**config.mk**
```make
export PLATFORM = sky130hd
export DESIGN_NAME = rom_id_crc_access_gate
export DESIGN_NICKNAME = d
export VERILOG_FILES = /design/src/logic/rom_id_pkg.sv /design/src/logic/rom_id_crc_access_gate.sv
export SDC_FILE = /design/constraint.sdc
export NUM_CORES = 2
export LEC_CHECK = 0
export BUFFER_PORTS_ARGS = -buffer_cell sky130_fd_sc_hd__buf_2
export CAP_MARGIN = 20
export CORE_MARGIN = 8
export CORE_UTILIZATION = 35
export CTS_CLUSTER_DIAMETER = 30
export DETAILED_ROUTE_END_ITERATION = 7
export SYNTH_ARGS = -nofsm -noshare
export SYNTH_HDL_FRONTEND = slang
export SYNTH_SLANG_ARGS = --single-unit
```
**constraint.sdc**
```tcl
create_clock -name i_clk_sys -period 55.7 [get_ports i_clk_sys]
set_clock_uncertainty 0.2 [all_clocks]
set_input_delay 5.57 -clock i_clk_sys [delete_from_list [all_inputs] [get_ports i_clk_sys]]
set_output_delay 5.57 -clock i_clk_sys [all_outputs]
set_load 0.03 [all_outputs]
```
**src/logic/rom_id_pkg.sv**
```systemverilog
// constants, carrier types and check-code helpers for the identity and access gate
// assumes one 200 MHz system clock shared by every user of this package
package rom_id_pkg;
  // identity code layout
  localparam int FAM_W  = 8;
  localparam int SER_W  = 48;
  localparam int CRC_W  = 8;
  localparam int BODY_W = FAM_W + SER_W;
  localparam int ROM_W  = BODY_W + CRC_W;
  localparam int CNT_W  = 6;
  // x^8 + x^5 + x^4 + 1, taps seen from a right-shifting register
  localparam logic [CRC_W-1:0] CRC_POLY_REFL = 8'h8C;
  localparam logic [CRC_W-1:0] CRC_ZERO      = 8'h00;
  // identity defaults: arbitrary values, not any real part
  localparam logic [FAM_W-1:0] FAMILY_DEF    = 8'h5A;
  localparam logic [SER_W-1:0] SERIAL_DEF    = 48'h0123456789AB;
  // add-only data memory
  localparam int MEM_BITS  = 1024;
  localparam int PAGES     = 4;
  localparam int PAGE_BITS = 256;
  localparam int BYTE_W    = 8;
  localparam int MEM_BYTES = MEM_BITS / BYTE_W;
  localparam int ADDR_W    = 7;
  localparam int PAGE_W    = 2;
  localparam int PAGE_LSB  = ADDR_W - PAGE_W;
  localparam logic [BYTE_W-1:0] ERASED_BYTE = 8'hFF;
  // memory function command codes; the last three are arbitrary
  localparam logic [7:0] CMD_READ_MEM    = 8'hF0;
  localparam logic [7:0] CMD_READ_STATUS = 8'hAA;
  localparam logic [7:0] CMD_READ_CRC    = 8'h11;
  localparam logic [7:0] CMD_PROG_MEM    = 8'h22;
  localparam logic [7:0] CMD_PROG_STATUS = 8'h33;

  typedef enum logic {INIT_SHIFT, INIT_DONE} init_state_t;

  typedef struct packed {
    logic              valid;
    logic [ADDR_W-1:0] addr;
    logic [BYTE_W-1:0] data;
  } prog_req_t;

  function automatic logic [CRC_W-1:0] crc8_step(input logic [CRC_W-1:0] crc, input logic b);
    logic fb;
    fb = crc[0] ^ b;
    crc8_step = (crc >> 1) ^ (fb ? CRC_POLY_REFL : CRC_ZERO);
  endfunction

  function automatic logic [CRC_W-1:0] crc8_residue(input logic [ROM_W-1:0] code);
    logic [CRC_W-1:0] c;
    c = CRC_ZERO;
    for (int i = 0; i < ROM_W; i++) begin
      c = crc8_step(c, code[i]);
    end
    crc8_residue = c;
  endfunction
endpackage

```
**src/logic/rom_id_crc_access_gate.sv**
```systemverilog
// identity code with self-computed check byte, streaming check-code unit,
// memory-command gate and add-only byte memory with page write protection
// assumes bit-slot decoding and command parsing sit outside on the same clock;
// only the programming-voltage detect arrives asynchronously
`timescale 1ns/1ps

//Contract
// - hold 64-bit code: family, serial, check
// - check byte uses x^8+x^5+x^4+1
// - accumulator cleared before first bit
// - shift family then serial, LSB first
// - shifting check byte leaves zero residue
// - refuse memory commands before ROM success
// - after ROM success accept five commands
// - all bus data sent LSB first
// - programming only clears bits, never sets
// - programming qualified by detected programming voltage
// - four 256-bit pages, each write-protectable
module rom_id_crc_access_gate #(
  parameter logic [rom_id_pkg::FAM_W-1:0] FAMILY = rom_id_pkg::FAMILY_DEF,
  parameter logic [rom_id_pkg::SER_W-1:0] SERIAL = rom_id_pkg::SERIAL_DEF
) (
  // clock and reset
  input  wire logic                           i_clk_sys,
  input  wire logic                           i_rst,
  // identity code
  output logic                                o_rom_valid,
  output logic [rom_id_pkg::ROM_W-1:0]        o_rom_code,
  // identity transmit shifter
  input  wire logic                           i_tx_load,
  input  wire logic                           i_tx_next,
  output logic                                o_tx_bit,
  // received-code checker
  input  wire logic                           i_chk_start,
  input  wire logic                           i_chk_valid,
  input  wire logic                           i_chk_bit,
  output logic [rom_id_pkg::CRC_W-1:0]        o_chk_crc,
  output logic                                o_chk_zero,
  // access gate
  input  wire logic                           i_rom_ok,
  input  wire logic                           i_bus_reset,
  input  wire logic                           i_cmd_valid,
  input  wire logic [7:0]                     i_cmd,
  output logic                                o_gate_open,
  output logic                                o_cmd_accept,
  output logic                                o_cmd_refuse,
  // programming
  input  wire logic                           i_pgm_voltage,
  input  wire rom_id_pkg::prog_req_t          i_prog,
  input  wire logic                           i_wp_valid,
  input  wire logic [rom_id_pkg::PAGE_W-1:0]  i_wp_page,
  output logic                                o_pgm_voltage_seen,
  output logic [rom_id_pkg::PAGES-1:0]        o_wp,
  // read port
  input  wire logic [rom_id_pkg::ADDR_W-1:0]  i_rd_addr,
  output logic [rom_id_pkg::BYTE_W-1:0]       o_rd_data
);

  // identity build: check byte computed once after reset from the lasered fields
  rom_id_pkg::init_state_t               init_st_q, init_st_d;
  logic [rom_id_pkg::BODY_W-1:0]         body_sh_q, body_sh_d;
  logic [rom_id_pkg::CNT_W-1:0]          init_cnt_q, init_cnt_d;
  logic [rom_id_pkg::CRC_W-1:0]          init_crc_q, init_crc_d;
  logic [rom_id_pkg::ROM_W-1:0]          rom_q, rom_d;
  logic                                  rom_valid_q, rom_valid_d;

  always_comb begin
    init_st_d   = init_st_q;
    body_sh_d   = body_sh_q;
    init_cnt_d  = init_cnt_q;
    init_crc_d  = init_crc_q;
    rom_d       = rom_q;
    rom_valid_d = rom_valid_q;
    case (init_st_q)
      rom_id_pkg::INIT_SHIFT: begin
        init_crc_d = rom_id_pkg::crc8_step(init_crc_q, body_sh_q[0]);
        body_sh_d  = body_sh_q >> 1;
        init_cnt_d = init_cnt_q + 1'b1;
        if (init_cnt_q == rom_id_pkg::CNT_W'(rom_id_pkg::BODY_W - 1)) begin
          rom_d       = {rom_id_pkg::crc8_step(init_crc_q, body_sh_q[0]),
                         SERIAL, FAMILY};
          rom_valid_d = 1'b1;
          init_st_d   = rom_id_pkg::INIT_DONE;
        end
      end
      default: begin
      end
    endcase
  end

  always_ff @(posedge i_clk_sys or posedge i_rst) begin
    if (i_rst) begin
      init_st_q   <= rom_id_pkg::INIT_SHIFT;
      body_sh_q   <= {SERIAL, FAMILY};
      init_cnt_q  <= '0;
      init_crc_q  <= rom_id_pkg::CRC_ZERO;
      rom_q       <= '0;
      rom_valid_q <= 1'b0;
    end else begin
      init_st_q   <= init_st_d;
      body_sh_q   <= body_sh_d;
      init_cnt_q  <= init_cnt_d;
      init_crc_q  <= init_crc_d;
      rom_q       <= rom_d;
      rom_valid_q <= rom_valid_d;
    end
  end

  // transmit shifter and received-code checker
  logic [rom_id_pkg::ROM_W-1:0] tx_sh_q, tx_sh_d;
  logic [rom_id_pkg::CRC_W-1:0] chk_q, chk_d;
  logic                         chk_zero_q, chk_zero_d;

  always_comb begin
    tx_sh_d = tx_sh_q;
    if (i_tx_load) begin
      tx_sh_d = rom_q;
    end else if (i_tx_next) begin
      tx_sh_d = tx_sh_q >> 1;
    end
    chk_d = chk_q;
    if (i_chk_start) begin
      chk_d = rom_id_pkg::CRC_ZERO;
    end else if (i_chk_valid) begin
      chk_d = rom_id_pkg::crc8_step(chk_q, i_chk_bit);
    end
    // flag kept in a flop so it leaves the block glitch-free, in step with the accumulator
    chk_zero_d = (chk_d == rom_id_pkg::CRC_ZERO);
  end

  always_ff @(posedge i_clk_sys or posedge i_rst) begin
    if (i_rst) begin
      tx_sh_q    <= '0;
      chk_q      <= rom_id_pkg::CRC_ZERO;
      chk_zero_q <= 1'b1;
    end else begin
      tx_sh_q    <= tx_sh_d;
      chk_q      <= chk_d;
      chk_zero_q <= chk_zero_d;
    end
  end

  // access gate: a ROM success in the same cycle as a bus reset keeps the gate open
  logic gate_q, gate_d;
  logic acc_q, acc_d;
  logic ref_q, ref_d;
  logic cmd_known;

  always_comb begin
    cmd_known = (i_cmd == rom_id_pkg::CMD_READ_MEM)    ||
                (i_cmd == rom_id_pkg::CMD_READ_STATUS) ||
                (i_cmd == rom_id_pkg::CMD_READ_CRC)    ||
                (i_cmd == rom_id_pkg::CMD_PROG_MEM)    ||
                (i_cmd == rom_id_pkg::CMD_PROG_STATUS);
    gate_d = gate_q;
    if (i_rom_ok && rom_valid_q) begin
      gate_d = 1'b1;
    end else if (i_bus_reset) begin
      gate_d = 1'b0;
    end
    acc_d = i_cmd_valid && gate_q && cmd_known;
    ref_d = i_cmd_valid && !(gate_q && cmd_known);
  end

  always_ff @(posedge i_clk_sys or posedge i_rst) begin
    if (i_rst) begin
      gate_q <= 1'b0;
      acc_q  <= 1'b0;
      ref_q  <= 1'b0;
    end else begin
      gate_q <= gate_d;
      acc_q  <= acc_d;
      ref_q  <= ref_d;
    end
  end

  // programming voltage detect: pin crosses in through two flops
  logic pv_meta_q, pv_q;

  always_ff @(posedge i_clk_sys or posedge i_rst) begin
    if (i_rst) begin
      pv_meta_q <= 1'b0;
      pv_q      <= 1'b0;
    end else begin
      pv_meta_q <= i_pgm_voltage;
      pv_q      <= pv_meta_q;
    end
  end

  // add-only memory; requests without voltage or open gate are dropped silently
  logic [rom_id_pkg::BYTE_W-1:0] mem_q [rom_id_pkg::MEM_BYTES];
  logic [rom_id_pkg::BYTE_W-1:0] mem_d [rom_id_pkg::MEM_BYTES];
  logic [rom_id_pkg::PAGES-1:0]  wp_q, wp_d;
  logic [rom_id_pkg::BYTE_W-1:0] rd_q, rd_d;
  logic                          prog_ok;

  always_comb begin
    prog_ok = i_prog.valid && pv_q && gate_q &&
              !wp_q[i_prog.addr[rom_id_pkg::ADDR_W-1:rom_id_pkg::PAGE_LSB]];
    wp_d = wp_q;
    if (i_wp_valid && pv_q && gate_q) begin
      wp_d[i_wp_page] = 1'b1;
    end
    rd_d = mem_q[i_rd_addr];
  end

  for (genvar g = 0; g < rom_id_pkg::MEM_BYTES; g++) begin : g_byte
    always_comb begin
      mem_d[g] = mem_q[g];
      if (prog_ok && (i_prog.addr == rom_id_pkg::ADDR_W'(g))) begin
        mem_d[g] = mem_q[g] & i_prog.data;
      end
    end

    always_ff @(posedge i_clk_sys or posedge i_rst) begin
      if (i_rst) begin
        mem_q[g] <= rom_id_pkg::ERASED_BYTE;
      end else begin
        mem_q[g] <= mem_d[g];
      end
    end

    chk_add_only: assert property (@(posedge i_clk_sys) disable iff (i_rst)
      (~$past(mem_q[g]) & mem_q[g]) == '0)
      else $error("memory bit went from zero to one");
  end

  always_ff @(posedge i_clk_sys or posedge i_rst) begin
    if (i_rst) begin
      wp_q <= '0;
      rd_q <= rom_id_pkg::ERASED_BYTE;
    end else begin
      wp_q <= wp_d;
      rd_q <= rd_d;
    end
  end

  // outputs
  assign o_rom_valid        = rom_valid_q;
  assign o_rom_code         = rom_q;
  assign o_tx_bit           = tx_sh_q[0];
  assign o_chk_crc          = chk_q;
  assign o_chk_zero         = chk_zero_q;
  assign o_gate_open        = gate_q;
  assign o_cmd_accept       = acc_q;
  assign o_cmd_refuse       = ref_q;
  assign o_pgm_voltage_seen = pv_q;
  assign o_wp               = wp_q;
  assign o_rd_data          = rd_q;

  // checks
  chk_rom_fields: assert property (@(posedge i_clk_sys) disable iff (i_rst)
    rom_valid_q |-> (rom_q[rom_id_pkg::BODY_W-1:0] == {SERIAL, FAMILY}))
    else $error("identity fields out of place");

  chk_rom_residue: assert property (@(posedge i_clk_sys) disable iff (i_rst)
    rom_valid_q |-> (rom_id_pkg::crc8_residue(rom_q) == rom_id_pkg::CRC_ZERO))
    else $error("identity check byte wrong");

  chk_init_time: assert property (@(posedge i_clk_sys) disable iff (i_rst)
    $rose(rom_valid_q) |-> ($past(init_cnt_q) == rom_id_pkg::CNT_W'(rom_id_pkg::BODY_W - 1)))
    else $error("check byte ready after wrong bit count");

  chk_clear_first: assert property (@(posedge i_clk_sys) disable iff (i_rst)
    i_chk_start ##1 (!i_chk_start && i_chk_valid) |=> chk_q == rom_id_pkg::crc8_step(
      rom_id_pkg::CRC_ZERO, $past(i_chk_bit)))
    else $error("accumulator not cleared before first bit");

  chk_tx_lsb: assert property (@(posedge i_clk_sys) disable iff (i_rst)
    i_tx_load ##1 (!i_tx_load && i_tx_next) |=> o_tx_bit == rom_q[1])
    else $error("identity not sent least significant bit first");

  chk_gate_refuse: assert property (@(posedge i_clk_sys) disable iff (i_rst)
    (i_cmd_valid && !gate_q) |=> (o_cmd_refuse && !o_cmd_accept))
    else $error("memory command taken before identity step");

  chk_gate_accept: assert property (@(posedge i_clk_sys) disable iff (i_rst)
    (i_cmd_valid && gate_q && i_cmd == rom_id_pkg::CMD_READ_MEM) |=> o_cmd_accept)
    else $error("memory command refused with gate open");

  chk_prog_voltage: assert property (@(posedge i_clk_sys) disable iff (i_rst)
    (i_prog.valid && !pv_q) |=> (mem_q[$past(i_prog.addr)] == $past(mem_q[i_prog.addr])))
    else $error("memory changed without programming voltage");

  chk_wp_blocks: assert property (@(posedge i_clk_sys) disable iff (i_rst)
    (i_prog.valid && wp_q[i_prog.addr[rom_id_pkg::ADDR_W-1:rom_id_pkg::PAGE_LSB]])
    |=> (mem_q[$past(i_prog.addr)] == $past(mem_q[i_prog.addr])))
    else $error("protected page altered");

  chk_gate_close: assert property (@(posedge i_clk_sys) disable iff (i_rst)
    (i_bus_reset && !(i_rom_ok && rom_valid_q)) |=> !o_gate_open)
    else $error("gate still open after bus reset");

  chk_wp_sticky: assert property (@(posedge i_clk_sys) disable iff (i_rst)
    ($past(wp_q) & ~wp_q) == '0)
    else $error("write protect bit cleared");

  cov_rom_ready: cover property (@(posedge i_clk_sys) disable iff (i_rst) $rose(rom_valid_q));
  cov_accept:    cover property (@(posedge i_clk_sys) disable iff (i_rst) o_cmd_accept);
  cov_refuse:    cover property (@(posedge i_clk_sys) disable iff (i_rst) o_cmd_refuse);
  cov_program:   cover property (@(posedge i_clk_sys) disable iff (i_rst) prog_ok);
  cov_wp_set:    cover property (@(posedge i_clk_sys) disable iff (i_rst) $rose(|wp_q));

endmodule // rom_id_crc_access_gate

```
==> summary.md <==
| Metric | Value |
|---|---|
| Final slew viol count | 0 |
| # Post-CTS Setup Buffers | 0 |
| Clock transition at the registers of the reported paths | ~0.05 ns |
| Starting density of the core | between 30% and 40% |
| Synth Warn # | 0 |
| CP dominant cell by count | mux4_2 |
| Min cycle time layout | between 9 and 10 ns |
| Initial DRC Count | between 2000 and 2500 |
| Detail Route Antenna Nets | 0 |
| Maximum fanout along the worst path | 83 |
| Post-layout util | a little over two fifths |
| Die X | 396 um |
| Leading area contributor after synthesis | dfstp_2 |
| Latest clock arrival within the worst-skew pair | slightly above 0.8 ns |
| Crit path kind | input port to flop |
| Die ar. | about 160000 um^2 |
| Final hold vios | 0 |
| Wire per inst | between 20 and 25 um |
| GP Congestion | 0.768 |
| Synth-to-Final Area Change | 19.3% |
| GRT Total Usage | 16.4% |
| Worst slew margin | between 20% and 30% |
| EDFF count, synth | 0 |
| Mapped Cells | between 3000 and 4000 |
| Setup crit start kind | input port |
| Vias in the first global route | 30700 |
| Unrepaired setup endpoints after global routing | no |
| DR pass1 iterations | 5 |
| Core Area | between 100000 and 150000 um^2 |
| Post-synth ARST share | between 90% and 100% |
| Resized Gates After CTS | 0 |
| Cell area after synthesis | 50600 um^2 |
| Average size of a mapped cell | 15.3 um^2 |
| Number of remaining DRC errors | 0 |
| Sequential share of the synthesized area | approximately three fifths |
| Total CTS buffers | approximately 210 |
| Synth unique cells | 38 |
| WP data arrival | slightly above 10 ns |
| Worst slew pin tran | 1.15 ns |
| Synth Flop Type | dfstp_2 |
| Maximum VDD drop | 0.0300 mV |
| Outcome | completed |
| Largest net degree at the start of global routing | 179 |
| CP peak stage delay | 0.87 ns |
| First-pass GRT wire length | roughly 200 mm |
| DRT Wirelength | about 130 mm |
| H-tree depth | 4 |
| Vias | a little under 30000 |
| Dpl hpwl | 77.8 mm |
| Initial antenna violation count | 13 |
| Worst Setup End Kind | flop |
| Grt ovf | 0 |
| Worst min path class | flop to flop |
| Share of layout cells above drive strength 1 | between 50% and 60% |
| Clock Sinks | 1187 |
| Crit path max-delay cell type | buf_4 |
| Leakage power | approximately 23 nW |
| Worst path required time | approximately 56 ns |
| Ports | 136 |
| Die Y | ~400 um |
| Final net count | roughly 3500 |
| Cell Chain, Critical Path | buf_8 -> buf_4 -> buf_4 -> mux4_2 -> mux4_2 -> mux4_2 -> mux2_2 |
| Max_cap viols | 0 |
| Pwr per Cell Area | between 30 and 40 nW/um^2 |
| Most common cell in the netlist | dfstp_2 |
| Via-to-Cell Ratio | between 5 and 6 |
| CTS tree | built |
| Fin crit share | roughly 17% |
| Dominant cells by area after synthesis | dfstp_2 (55%), o21a_1 (15%), mux4_2 (15%) |
| CTS root buf | clkbuf_16 |
| Seq cells post-synth | 1187 |
| Final count of negative-setup-slack endpoints | 0 |
| Worst-case clock buffer depth | 3 |
| CTS hold repair buffers | 0 |
| Synth top area share | roughly 55% |
| Setup TNS | 0 ns |
| PortBufs | 103 |
| Synth top cells by count | dfstp_2 (1057), o21a_1 (1024), mux4_2 (336) |
| Max frequency | roughly 100 MHz |
| Row count | 139 |
## sequential cells by signal (all words and copies together), names as in the netlist
name,cells
mem_q,1024
tx_sh_q,64
body_sh_q,49
o_rom_code,9
init_crc_q,8
o_chk_crc,8
o_rd_data,8
init_cnt_q,6
o_wp,4
init_st_q,1
o_chk_zero,1
o_cmd_accept,1
o_cmd_refuse,1
o_gate_open,1
o_pgm_voltage_seen,1
pv_meta_q,1
## cell usage in the layout (no fill, tap or decap), drive strengths merged, types with 56 or more instances in the layout
master,n
dfstp,1057
o21a,1024
mux4,336
clkbuf,259
buf,156
nand2,142
dfrtp,130
nor2,81
mux2,69
clkinv,56
## worst paths after layout
path                                         startpoint                      endpoint  slack, ns  cells past startpoint
worst min-delay path                pv_meta_q$_DFF_PP0_  o_pgm_voltage_seen$_DFF_PP0_       0.15                      0
min in group asynchronous                         i_rst     body_sh_q[22]$_DFFE_PP0N_       4.67                      2
worst min register to register      pv_meta_q$_DFF_PP0_  o_pgm_voltage_seen$_DFF_PP0_       0.15                      0
worst max-delay path                       i_rd_addr[0]        o_rd_data[4]$_DFF_PP1_      46.07                      7
worst max register to register  o_gate_open$_DFFE_PP0P_        mem_q[159]$_DFFE_PP1P_      51.96                      4
max in group asynchronous                         i_rst        mem_q[943]$_DFFE_PP1P_      47.56                      5
## power breakdown
group / leakage [nW] / switching (mW) / internal [mW]
combinational: 6.62 / 0.0569 / 0.0167
sequential: 12.6 / 0.00125 / 0.870
clock: 3.66 / 0.454 / 0.886
total: 22.9 / 0.512 / 1.77
## cells by family after synthesis
group	Yosys count	share of synthesized area, %
xor gates and xnor gates	12	0.267
buffers and inverters	289	2.69
adders and majority gates	1	0.0247
other	1	0.00741
muxes	451	17.4
DFF	1187	61.3
and+or+nand+nor	288	2.47
AOI/OAI and AO/OA	1074	15.9
## worst max-delay path, delay by kind of cell
kind                   cells  cell delay, ns
buffers and inverters      3            2.42
multiplexers               4            2.00
## metrics by stage
step | area [um^2] | total power [mW] | hold slack, ns | instances | setup WS (ns)
after global routing | 60400 | 2.36 | 0.154 | 5502 | 45.69
after global placement | 52800 | 0.957 | 0.134 | 5103 | 45.08
after floorplan | 50700 | 0.933 | 0.131 | 3334 | 18.24
after CTS | 60300 | 2.31 | 0.148 | 5497 | 45.90
final | 60400 | 2.28 | 0.151 | 5506 | 46.07
after detailed placement | 52800 | 0.958 | 0.148 | 5105 | 45.04
## layout make-up
type,instances,area (um^2)
tap,1903,2380
inverter,6,30.0
fill,12900,83300
clock inverter,133,1730
multi-input combinational,1858,18400
clock buffer,259,5800
antenna,4,10.0
sequential,1187,31000
timing repair buffer,156,1000
## routing by layer
metal / vias to the layer above / track usage [%] / share of wire, %
met1: 15800 / 23.6 / 46
met4: 10 / 5.39 / 2.7
met2: 780 / 23.6 / 44
met5: - / 0.739 / 0.16
met3: 259 / 4.75 / 7.2
li1: 12500 / - / -
Note: power is estimated with default switching activity, not from simulation.
